===== config.mk =====
export PLATFORM = sky130hd
export DESIGN_NAME = loop_transceiver_flat
export DESIGN_NICKNAME = d
export VERILOG_FILES = /design/src/logic/loop_pkg.sv /design/src/logic/loop_if.sv /design/src/logic/loop_transceiver.sv /design/src/flat_wrapper.sv
export VERILOG_INCLUDE_DIRS = /design/src /design/src/logic
export SDC_FILE = /design/constraint.sdc
export NUM_CORES = 1
export LEC_CHECK = 0
export BUFFER_PORTS_ARGS = -buffer_cell sky130_fd_sc_hd__buf_2
export CAP_MARGIN = 0
export CORE_MARGIN = 4
export CORE_UTILIZATION = 30
export DETAILED_ROUTE_END_ITERATION = 8
export GPL_TIMING_DRIVEN = 0
export HOLD_SLACK_MARGIN = 0.02
export PLACE_DENSITY = 0.55
export REMOVE_ABC_BUFFERS = 1
export SYNTH_ARGS = -nofsm -noshare
export SYNTH_HDL_FRONTEND = slang
export SYNTH_SLANG_ARGS = --single-unit

===== constraint.sdc =====
create_clock -name clk_sys -period 3.4 [get_ports clk_sys]
set_input_delay 0.34 -clock clk_sys [delete_from_list [all_inputs] [get_ports clk_sys]]
set_output_delay 0.34 -clock clk_sys [all_outputs]
set_load 0.03 [all_outputs]

===== src/logic/loop_map.svh =====
// Field sizes, check polynomial, rate divisors and timing counts for the loop link
`ifndef LOOP_MAP_SVH
`define LOOP_MAP_SVH
`define SYNC_BITS 4
`define CRC_BITS 8
`define CRC_POLY 8'h07
`define SHORT_BYTES 10
`define LONG_BYTES 12
`define OS_PER_BIT 16
`define PULSE_OS (`OS_PER_BIT / 2)
`define ZRUN 6
`define SUB_HOLD 4
`define RATE_DIV_4K 64
`define RATE_DIV_16K 16
`define RATE_DIV_64K 4
`define RATE_DIV_256K 1
`define HD_TIMEOUT_BITS 256
`endif


===== src/logic/loop_pkg.sv =====
// Types and helper functions shared by both loop ends
`include "loop_map.svh"
package loop_pkg;
  typedef enum logic [1:0] {T_WAIT, T_SYNC, T_INFO, T_CRC} tx_state_e;
  typedef enum logic [1:0] {R_HUNT, R_SYNC, R_INFO, R_CRC} rx_state_e;
  typedef enum logic [1:0] {SYM_ZERO, SYM_MARK, SYM_VIOL} sym_e;

  // One step of the serial check character
  function automatic logic [7:0] crc_step(input logic [7:0] c, input logic b);
    crc_step = {c[6:0], 1'h0} ^ ((c[7] ^ b) ? `CRC_POLY : 8'h00);
  endfunction

  // Symbol at position 0..5 of the six-zero substitution 0 V B 0 V B
  function automatic sym_e sub_sym(input logic [2:0] pos);
    case (pos)
      3'h1, 3'h4: sub_sym = SYM_VIOL;
      3'h2, 3'h5: sub_sym = SYM_MARK;
      default:    sub_sym = SYM_ZERO;
    endcase
  endfunction

  // Returns {new last polarity, positive line, negative line}
  function automatic logic [2:0] emit(input sym_e k, input logic pol);
    case (k)
      SYM_MARK: emit = {~pol, ~pol, pol};
      SYM_VIOL: emit = {pol, pol, ~pol};
      default:  emit = {pol, 2'h0};
    endcase
  endfunction
endpackage


===== src/logic/loop_if.sv =====
// Loop wires between the device end and the peer end
interface loop_if;
  logic tx_positive_out;
  logic tx_negative_out;
  logic rx_positive_in;
  logic rx_negative_in;
  modport device (output tx_positive_out, tx_negative_out, input rx_positive_in, rx_negative_in);
  modport peer   (input tx_positive_out, tx_negative_out, output rx_positive_in, rx_negative_in);
endinterface


===== src/logic/loop_transceiver.sv =====
// Device end: packet framer, line coder and receive FIFO for the loop
// Function
// Frame: 4-bit sync, 10/12 bytes, 8-bit check
// Sync tells filler frames from information frames
// First byte MSB selects voice or data port
// Check character generated and verified over field
// Sync and information bytes sent LSB first
// Check character sent MSB first
// Bit rate selectable: 4, 16, 64, 256 kb/s
// Two polarity lines each way
// Ones alternate polarity, zero sends no pulse
// Positive only +1, negative only -1, none 0
// Rate select derives 16x clock from baud clock
// Bit clock is 16x clock divided by 16
// System keeps 16x at most 4.096 MHz
// Transmit pulse lasts half a bit period
// Far pulses last 6 to 20 16x periods
// Far rising edges spaced 10 to 25 periods
// Half-duplex alternating mode and full-duplex mode
// Idle alternating link sends all-zero filler frames
// Six zeros replaced by violation pattern, restored
// Field length, rate, duplex are configuration inputs
// Reset idles framers, lines low, drops partial frame
`include "loop_map.svh"

module loop_fifo #(
  parameter int W = 10,
  parameter int D = 8
) (
  input  logic         clk_sys,
  input  logic         rst_b,
  input  logic         in_valid,
  output logic         in_ready,
  input  logic [W-1:0] in_data,
  output logic         out_valid,
  input  logic         out_ready,
  output logic [W-1:0] out_data
);
  localparam int AW = $clog2(D);
  typedef struct packed {
    logic [AW:0] wp;
    logic [AW:0] rp;
  } ptr_s;
  ptr_s         s_r;
  ptr_s         s_nxt;
  logic [W-1:0] mem [D];

  // Full and empty from wrap bit and index
  assign in_ready  = !((s_r.wp[AW] != s_r.rp[AW]) && (s_r.wp[AW-1:0] == s_r.rp[AW-1:0]));
  assign out_valid = (s_r.wp != s_r.rp);
  assign out_data  = mem[s_r.rp[AW-1:0]];

  // Pointer advance on each handshake
  always_comb begin
    s_nxt = s_r;
    if (in_valid && in_ready) s_nxt.wp = s_r.wp + 1'h1;
    if (out_valid && out_ready) s_nxt.rp = s_r.rp + 1'h1;
  end

  always_ff @(posedge clk_sys) begin
    if (!rst_b) s_r <= '0;
    else s_r <= s_nxt;
  end

  // Storage write, no reset needed
  always_ff @(posedge clk_sys) begin
    if (in_valid && in_ready) mem[s_r.wp[AW-1:0]] <= in_data;
  end
endmodule

module loop_transceiver #(
  parameter int FIFO_DEPTH = 8
) (
  input  logic         clk_sys,
  input  logic         rst_b,
  input  logic         baud_clock_in,
  input  logic [1:0]   rate_sel,
  input  logic         long_field,
  input  logic         full_duplex,
  input  logic         master,
  loop_if.device       loop,
  input  logic [7:0]   tx_data,
  input  logic         tx_valid,
  output logic         tx_ready,
  output logic [7:0]   rx_data,
  output logic         rx_last,
  output logic         voice_valid,
  input  logic         voice_ready,
  output logic         data_valid,
  input  logic         data_ready,
  output logic         crc_error
);
  typedef struct packed {
    logic                 baud_q;
    logic [6:0]           div;
    logic [3:0]           tph;
    logic                 tpos;
    logic                 tneg;
    loop_pkg::tx_state_e  tst;
    logic [6:0]           tcnt;
    logic [95:0]          tsr;
    logic [95:0]          tbuf;
    logic [3:0]           widx;
    logic                 pend;
    logic                 tx_rdy;
    logic                 tinfo;
    logic [7:0]           tcrc;
    logic [2:0]           tsub;
    logic                 tpol;
    logic [8:0]           hwait;
    logic                 hgo;
    logic                 rpq;
    logic                 rnq;
    logic [3:0]           rph;
    logic                 rmark;
    logic                 rmpol;
    logic                 rlpol;
    logic                 rvp;
    loop_pkg::rx_state_e  rxs;
    logic [6:0]           rcnt;
    logic [2:0]           rsup;
    logic                 rinfo;
    logic [95:0]          rbuf;
    logic [95:0]          dbuf;
    logic [7:0]           rcrc;
    logic [7:0]           rchk;
    logic                 dact;
    logic [3:0]           didx;
    logic                 rxdone;
    logic                 ovv;
    logic                 ovd;
    logic [7:0]           odat;
    logic                 olast;
    logic                 crc_err;
  } st_s;

  st_s                s_r;
  st_s                n;
  logic [6:0]         rate_div;
  logic [6:0]         nbits;
  logic [3:0]         nbytes;
  logic               os;
  logic               bedge;
  logic               viol;
  logic               b;
  logic [2:0]         e;
  logic [7:0]         chk;
  loop_pkg::sym_e     k;
  logic               fin_ready;
  logic               fout_valid;
  logic               fout_ready;
  logic [9:0]         fout_data;

  loop_fifo #(.W(10), .D(FIFO_DEPTH)) u_fifo (
    .clk_sys   (clk_sys),
    .rst_b     (rst_b),
    .in_valid  (s_r.dact),
    .in_ready  (fin_ready),
    .in_data   ({s_r.dbuf[7], s_r.didx == nbytes - 4'h1, s_r.dbuf[{s_r.didx, 3'h0} +: 8]}),
    .out_valid (fout_valid),
    .out_ready (fout_ready),
    .out_data  (fout_data)
  );

  // Output stage takes a word when empty or drained
  assign fout_ready = (!s_r.ovv && !s_r.ovd) || (s_r.ovv && voice_ready) ||
                      (s_r.ovd && data_ready);

  // Rate select: baud edges per 16x tick
  // four bit rates
  always_comb begin
    case (rate_sel)
      2'h0:    rate_div = 7'(`RATE_DIV_4K);
      2'h1:    rate_div = 7'(`RATE_DIV_16K);
      2'h2:    rate_div = 7'(`RATE_DIV_64K);
      default: rate_div = 7'(`RATE_DIV_256K);
    endcase
  end

  // Next state of the whole block
  always_comb begin
    n = s_r;
    n.rxdone = 1'h0;
    n.crc_err = 1'h0;
    k = loop_pkg::SYM_ZERO;
    b = 1'h0;
    viol = 1'h0;
    e = '0;
    chk = '0;
    // length from configuration input
    nbits = long_field ? 7'(`LONG_BYTES * 8) : 7'(`SHORT_BYTES * 8);
    nbytes = long_field ? 4'(`LONG_BYTES) : 4'(`SHORT_BYTES);
    // divided baud edges give 16x tick
    bedge = baud_clock_in & ~s_r.baud_q;
    n.baud_q = baud_clock_in;
    os = bedge & (s_r.div == '0);
    if (bedge) n.div = (s_r.div == '0) ? rate_div - 7'h01 : s_r.div - 7'h01;
    // Packet bytes from the user side
    if (tx_valid && s_r.tx_rdy) begin
      n.tbuf[{s_r.widx, 3'h0} +: 8] = tx_data;
      n.widx = (s_r.widx == nbytes - 4'h1) ? 4'h0 : s_r.widx + 4'h1;
      n.pend = (s_r.widx == nbytes - 4'h1);
    end
    // pulse ends after half a bit
    if (os) begin
      n.tph = s_r.tph + 4'h1;
      if (s_r.tph == 4'(`PULSE_OS - 1)) {n.tpos, n.tneg} = 2'h0;
    end
    // slot boundary every 16 ticks
    if (os && s_r.tph == 4'(`OS_PER_BIT - 1)) begin
      case (s_r.tst)
        loop_pkg::T_WAIT: begin
          // alternate with far frames unless full duplex
          if (full_duplex || s_r.hgo ||
              (master && s_r.hwait == 9'(`HD_TIMEOUT_BITS - 1))) begin
            n.tst = loop_pkg::T_SYNC;
            n.tcnt = 7'h01;
            n.hgo = 1'h0;
            n.hwait = '0;
            n.tinfo = s_r.pend;
            // nothing pending sends all-zero filler
            n.tsr = s_r.pend ? s_r.tbuf : '0;
            n.pend = 1'h0;
            if (s_r.pend) n.widx = 4'h0;
            k = loop_pkg::SYM_VIOL;
          end else if (master) begin
            n.hwait = s_r.hwait + 9'h001;
          end
        end
        loop_pkg::T_SYNC: begin
          // sync opens each frame
          // sync: V V then mark for info, zero for filler
          if (s_r.tcnt == 7'h01) k = loop_pkg::SYM_VIOL;
          else if (s_r.tcnt == 7'h02 && s_r.tinfo) k = loop_pkg::SYM_MARK;
          n.tcnt = s_r.tcnt + 7'h01;
          if (s_r.tcnt == 7'(`SYNC_BITS - 1)) begin
            n.tst = loop_pkg::T_INFO;
            n.tcnt = '0;
            n.tcrc = '0;
            n.tsub = '0;
          end
        end
        loop_pkg::T_INFO: begin
          // six zeros become 0 V B 0 V B
          if (s_r.tsub != '0) begin
            k = loop_pkg::sub_sym(3'(`ZRUN) - s_r.tsub);
            n.tsub = s_r.tsub - 3'h1;
          end else if (s_r.tsr[5:0] == '0 && 7'(nbits - s_r.tcnt) >= 7'(`ZRUN)) begin
            n.tsub = 3'(`ZRUN - 1);
          end else if (s_r.tsr[0]) begin
            k = loop_pkg::SYM_MARK;
          end
          // field shifted out LSB first
          // check built over the field
          n.tcrc = loop_pkg::crc_step(s_r.tcrc, s_r.tsr[0]);
          n.tsr = s_r.tsr >> 1;
          n.tcnt = s_r.tcnt + 7'h01;
          if (s_r.tcnt == nbits - 7'h01) begin
            n.tst = loop_pkg::T_CRC;
            n.tcnt = '0;
          end
        end
        loop_pkg::T_CRC: begin
          // check sent MSB first
          if (s_r.tcrc[7]) k = loop_pkg::SYM_MARK;
          n.tcrc = {s_r.tcrc[6:0], 1'h0};
          n.tcnt = s_r.tcnt + 7'h01;
          if (s_r.tcnt == 7'(`CRC_BITS - 1)) n.tst = loop_pkg::T_WAIT;
        end
        default: n.tst = loop_pkg::T_WAIT;
      endcase
      // marks alternate, zero sends nothing
      // one line high per polarity
      e = loop_pkg::emit(k, s_r.tpol);
      {n.tpol, n.tpos, n.tneg} = e;
    end
    // receive lines sampled separately
    n.rpq = loop.rx_positive_in;
    n.rnq = loop.rx_negative_in;
    if (os) n.rph = s_r.rph + 4'h1;
    if (os && s_r.rph == 4'(`OS_PER_BIT - 1)) begin
      viol = s_r.rmark & (s_r.rmpol == s_r.rlpol);
      if (s_r.rmark) n.rlpol = s_r.rmpol;
      n.rmark = 1'h0;
      n.rvp = viol;
      case (s_r.rxs)
        loop_pkg::R_HUNT: begin
          // two violations in a row open a frame
          if (viol && s_r.rvp) begin
            n.rxs = loop_pkg::R_SYNC;
            n.rcnt = '0;
          end
        end
        loop_pkg::R_SYNC: begin
          n.rcnt = s_r.rcnt + 7'h01;
          if (s_r.rcnt == '0) n.rinfo = s_r.rmark;
          else begin
            n.rxs = loop_pkg::R_INFO;
            n.rcnt = '0;
            n.rsup = '0;
            n.rcrc = '0;
          end
        end
        loop_pkg::R_INFO: begin
          // violation blanks the rest of the group
          b = s_r.rmark & ~viol & (s_r.rsup == '0);
          if (viol && s_r.rsup == '0) n.rsup = 3'(`SUB_HOLD);
          else if (s_r.rsup != '0) n.rsup = s_r.rsup - 3'h1;
          n.rbuf[s_r.rcnt] = b;
          n.rcrc = loop_pkg::crc_step(s_r.rcrc, b);
          n.rcnt = s_r.rcnt + 7'h01;
          if (s_r.rcnt == nbits - 7'h01) begin
            n.rxs = loop_pkg::R_CRC;
            n.rcnt = '0;
          end
        end
        loop_pkg::R_CRC: begin
          chk = {s_r.rchk[6:0], s_r.rmark};
          n.rchk = chk;
          n.rcnt = s_r.rcnt + 7'h01;
          if (s_r.rcnt == 7'(`CRC_BITS - 1)) begin
            n.rxs = loop_pkg::R_HUNT;
            n.rvp = 1'h0;
            n.rxdone = 1'h1;
            // compare received check with computed
            if (s_r.rinfo && chk != s_r.rcrc) n.crc_err = 1'h1;
            if (s_r.rinfo && chk == s_r.rcrc && !s_r.dact) begin
              n.dact = 1'h1;
              n.dbuf = s_r.rbuf;
              n.didx = '0;
            end
          end
        end
        default: n.rxs = loop_pkg::R_HUNT;
      endcase
    end
    // Leading edge realigns the slot phase
    if ((loop.rx_positive_in & ~s_r.rpq) | (loop.rx_negative_in & ~s_r.rnq)) begin
      n.rph = '0;
      n.rmark = 1'h1;
      n.rmpol = loop.rx_positive_in;
    end
    // Far frame end lets half duplex send
    if (s_r.rxdone) n.hgo = 1'h1;
    // Drain a checked frame into the FIFO
    if (s_r.dact && fin_ready) begin
      n.didx = s_r.didx + 4'h1;
      if (s_r.didx == nbytes - 4'h1) n.dact = 1'h0;
    end
    // first byte MSB routes voice or data
    if (fout_ready) begin
      n.ovv = fout_valid & fout_data[9];
      n.ovd = fout_valid & ~fout_data[9];
      n.odat = fout_data[7:0];
      n.olast = fout_data[8];
    end
    n.tx_rdy = ~n.pend;
  end

  // reset idles framers and clears lines
  always_ff @(posedge clk_sys) begin
    if (!rst_b) begin
      s_r <= '0;
      s_r.tx_rdy <= 1'h1;
    end else begin
      s_r <= n;
    end
  end

  assign loop.tx_positive_out = s_r.tpos;
  assign loop.tx_negative_out = s_r.tneg;
  assign tx_ready    = s_r.tx_rdy;
  assign rx_data     = s_r.odat;
  assign rx_last     = s_r.olast;
  assign voice_valid = s_r.ovv;
  assign data_valid  = s_r.ovd;
  assign crc_error   = s_r.crc_err;
endmodule


===== src/flat_wrapper.sv =====
// flat-port wrapper written by rule: the top's interface ports become plain ports
module loop_transceiver_flat 
#(
  parameter int FIFO_DEPTH = 8
)
  (clk_sys, rst_b, baud_clock_in, rate_sel, long_field, full_duplex, master, tx_data, tx_valid, tx_ready, rx_data, rx_last, voice_valid, voice_ready, data_valid, data_ready, crc_error, loop_tx_positive_out, loop_tx_negative_out, loop_rx_positive_in, loop_rx_negative_in);
  loop_if loop_i ();
  input  logic clk_sys;
  input  logic rst_b;
  input  logic baud_clock_in;
  input  logic [1:0] rate_sel;
  input  logic long_field;
  input  logic full_duplex;
  input  logic master;
  input  logic [7:0] tx_data;
  input  logic tx_valid;
  output logic tx_ready;
  output logic [7:0] rx_data;
  output logic rx_last;
  output logic voice_valid;
  input  logic voice_ready;
  output logic data_valid;
  input  logic data_ready;
  output logic crc_error;
  output wire logic [$bits(loop_i.tx_positive_out)-1:0] loop_tx_positive_out;
  output wire logic [$bits(loop_i.tx_negative_out)-1:0] loop_tx_negative_out;
  input wire logic [$bits(loop_i.rx_positive_in)-1:0] loop_rx_positive_in;
  input wire logic [$bits(loop_i.rx_negative_in)-1:0] loop_rx_negative_in;
  assign loop_tx_positive_out = loop_i.tx_positive_out;
  assign loop_tx_negative_out = loop_i.tx_negative_out;
  assign loop_i.rx_positive_in = loop_rx_positive_in;
  assign loop_i.rx_negative_in = loop_rx_negative_in;
  loop_transceiver #(.FIFO_DEPTH(FIFO_DEPTH)) u_core (.clk_sys(clk_sys), .rst_b(rst_b), .baud_clock_in(baud_clock_in), .rate_sel(rate_sel), .long_field(long_field), .full_duplex(full_duplex), .master(master), .loop(loop_i), .tx_data(tx_data), .tx_valid(tx_valid), .tx_ready(tx_ready), .rx_data(rx_data), .rx_last(rx_last), .voice_valid(voice_valid), .voice_ready(voice_ready), .data_valid(data_valid), .data_ready(data_ready), .crc_error(crc_error));
endmodule

==> flow_metrics.env <==
export IMPL_status="complete, no violations"
export IMPL_setup_viol=0
export IMPL_crit_end="u_core.s_r[181]"
export IMPL_cts_tree="yes"
export IMPL_reg2regPathDepth=5
export IMPL_ios=36
export IMPL_grt_setup_unrepaired="no"
export IMPL_die_w_um=299
export IMPL_cap_viol_max_count=0
export IMPL_ant_nets=0
export IMPL_nets=2666
export IMPL_slowest_stage="or4_2"
export IMPL_ir_drop_v=0.000374
export IMPL_clock_sinks=583
export IMPL_drt_pass1_iter_count=5
export IMPL_critPathBufInv=0
export IMPL_synth_top_cells_by_area="dfxtp_1 40%, edfxtp_1 9.5%, nand2_1 6.1%"
export IMPL_postPlaceCellArea_um2=26600
export IMPL_tightest_slew_ps=1190
export IMPL_fmax_mhz=319
export IMPL_start_util_pct=30.3
export IMPL_gp_congestion=0.752
export IMPL_wl_per_cell_um=16.4
export IMPL_cts_root_buf="clkbuf_16"
export IMPL_fin_worst_skew_ps=22.6
export IMPL_min_period_ps=3130
export IMPL_gr_total_overflow=0
export IMPL_power_density_nw_per_um2=502
export IMPL_drc_errors=0
export IMPL_async_flop_share_pct=0
export IMPL_die_h_um=299
export IMPL_grt_max_degree=149
export IMPL_cp_start_kind="flip-flop"
export IMPL_maxSlewViolCount=0
export IMPL_vias=18600
export IMPL_mostFrequentLayoutCells="499 x dfxtp_1, 414 x nand2_1, 204 x a21oi_1"
export IMPL_rows=106
export IMPL_die_area_um2=89300
export IMPL_fin_ws_ps=269
export IMPL_path_clk_slew_ps=60
export IMPL_r2r_start="u_core.s_r[492]"
export IMPL_crit_path_end_kind="flip-flop"
export IMPL_synth_top_area_share_pct=39.7
export IMPL_clock_path_buffers=3
export IMPL_final_area_um2=28700
export IMPL_grt_pass1_wl_um=100000
export IMPL_synth_area_um2=25400
export IMPL_regArea_um2=12500
export IMPL_p_leak_nw=9.72
export IMPL_critPathArrivalTime_ps=3640
export IMPL_max_stage_delay_ps=1150
export IMPL_grt_total_usage_pct=13.5
export IMPL_synth_seq_cells=583
export IMPL_numCtsBuffers=59
export IMPL_dp_worst_setup_slack_ps=-618
export IMPL_synth_ff_type="dfxtp_1"
export IMPL_final_common_cell="dfxtp_1"
export IMPL_synth_warning_count=0
export IMPL_synth_seq_area_share_pct=49.2
export IMPL_synth_area_per_cell_um2=9.42
export IMPL_reg2reg_to="u_core.s_r[181]"
export IMPL_drive_gt1_share_pct=8.81
export IMPL_vias_per_cell=4.91
export IMPL_slew_headroom_pct=20.1
export IMPL_io_buffers=35
export IMPL_fillers=8665
export IMPL_worstPathCellList="nor2b_1 -> nand4_1 -> or4_2 -> o211ai_1 -> o31ai_1"
export IMPL_ys_types=71
export IMPL_area_growth_pct=13.0
export IMPL_path_delay_family="simple AND/OR/NAND/NOR gates"
export IMPL_criticalPathCategory="reg -> reg"
export IMPL_syn_instance_count=2694
export IMPL_finalHoldViolations=0
export IMPL_multiInputGateArea_um2=11900
export IMPL_finalWirelength_um=62000
export IMPL_antenna_found_initial=3
export IMPL_setup_tns_ps=0
export IMPL_insertion_delay_ps=640
export IMPL_post_route_period_util_pct=92.1
export IMPL_worstHoldStart="tx_data[6]"
export IMPL_htree_levels=2
export IMPL_synth_edf_count=80
export IMPL_worst_path_max_fanout=24
export IMPL_drt_initial_drc_count=1227
export IMPL_dpl_hpwl_um=37400
export IMPL_setup_worst_path_start="u_core.s_r[492]"
export IMPL_cp_depth=5
export IMPL_holdWs_ps=123
export IMPL_grt_pass1_vias=18100
export IMPL_worst_r2r_setup_slack_ps=270
export IMPL_core_um2=83700
export IMPL_cp_required_ps=3910
export IMPL_min_path_type="in -> reg"
export IMPL_synth_top_area_cell="dfxtp_1"
## final cells by class
class                   count  share of cell area (%)
flip-flops and latches    583                    43.6
diodes                      1                 0.00873
clock inverters            25                    1.04
multi-input cells        1855                    41.5
well taps                1134                    4.95
clock buffers              83                    5.82
inverters                  46                   0.672
repair buffers             64                    2.44
## cell usage after synthesis, types with 25 or more instances
master      n
a211oi_1   73
a21boi_0   30
a21oi_1   205
and3_1     87
buf_2      29
clkbuf_1  152
dfxtp_1   503
edfxtp_1   80
ha_1       36
inv_1      44
mux2i_1   109
mux4_2     44
nand2_1   415
nand3_1    90
nor2_1    168
nor2b_1    95
o211a_1    37
o211ai_1   87
o21ai_0    81
o31ai_1    52
xnor2_1    27
xor2_1     25
## stage by stage
step                      power [mW]  std cells  util, %
after CTS                       14.6       3787     34.2
after global placement          7.95       3653     31.1
after floorplan                 7.68       2484        -
final                           14.4       3791     34.2
after detailed placement        7.97       3675     31.8
after global routing            14.9       3790     34.2
## cells by family after synthesis
kind of cell | Yosys count | share of synthesized area, %
multiplexers | 156 | 8.34
flip-flops | 583 | 49.2
AO/OA/AOI/OAI | 627 | 16.2
adder cells (fa/ha/maj) | 36 | 1.78
AND/OR/NAND/NOR | 984 | 18.4
buffers and inverters | 256 | 4.32
XOR/XNOR | 52 | 1.80
## layer usage
metal  up-vias  share of wire (%)  track usage [%]
met3        79                3.6             2.08
met1      8881                 49             18.7
met2       250                 46             22.3
met5         -              0.021                0
li1       9416                  -                -
met4         2                1.8             3.17
## power breakdown
group | internal [mW] | switching (mW)
logic | 0.245 | 0.440
clock network | 3.74 | 2.83
registers | 7.02 | 0.105
total | 11.0 | 3.37
## timing repair
item                       4_1_cts  5_1_grt
hold endpoints to repair         5        0
resized for setup                5        3
setup buffers                    0        3
hold buffers                     4        0
setup endpoints to repair      105      119
pin swaps                        0        2
## registers in the layout (all words and copies together) (netlist names), named ones only
register	cells
u_core.u_fifo.s_r	8
u_core.loop.tx_positive_out	1
u_core.loop.tx_negative_out	1
u_core.rx_last	1
u_core.data_valid	1
u_core.rx_data	8
u_core.s_r	477
u_core.tx_ready	1
u_core.voice_valid	1
u_core.u_fifo.mem	80
u_core.crc_error	1
## worst min path at each step
| stage | cells after the start | endpoint |
|---|---|---|
| 2_1_floorplan | 2 | u_core.s_r[249] |
| 6_report | 3 | u_core.s_r[284] |
| 5_1_grt | 3 | u_core.s_r[279] |
| 3_5_place_dp | 2 | u_core.s_r[87] |
| 4_1_cts | 3 | u_core.s_r[284] |
| 3_3_place_gp | 2 | u_core.s_r[83] |
## tightest hold or removal path, cell delays in order
cell and delay, ps:
buf_2 190, nand2_1 80, a21boi_0 70
No activity file was read; power rests on OpenSTA's default activity.
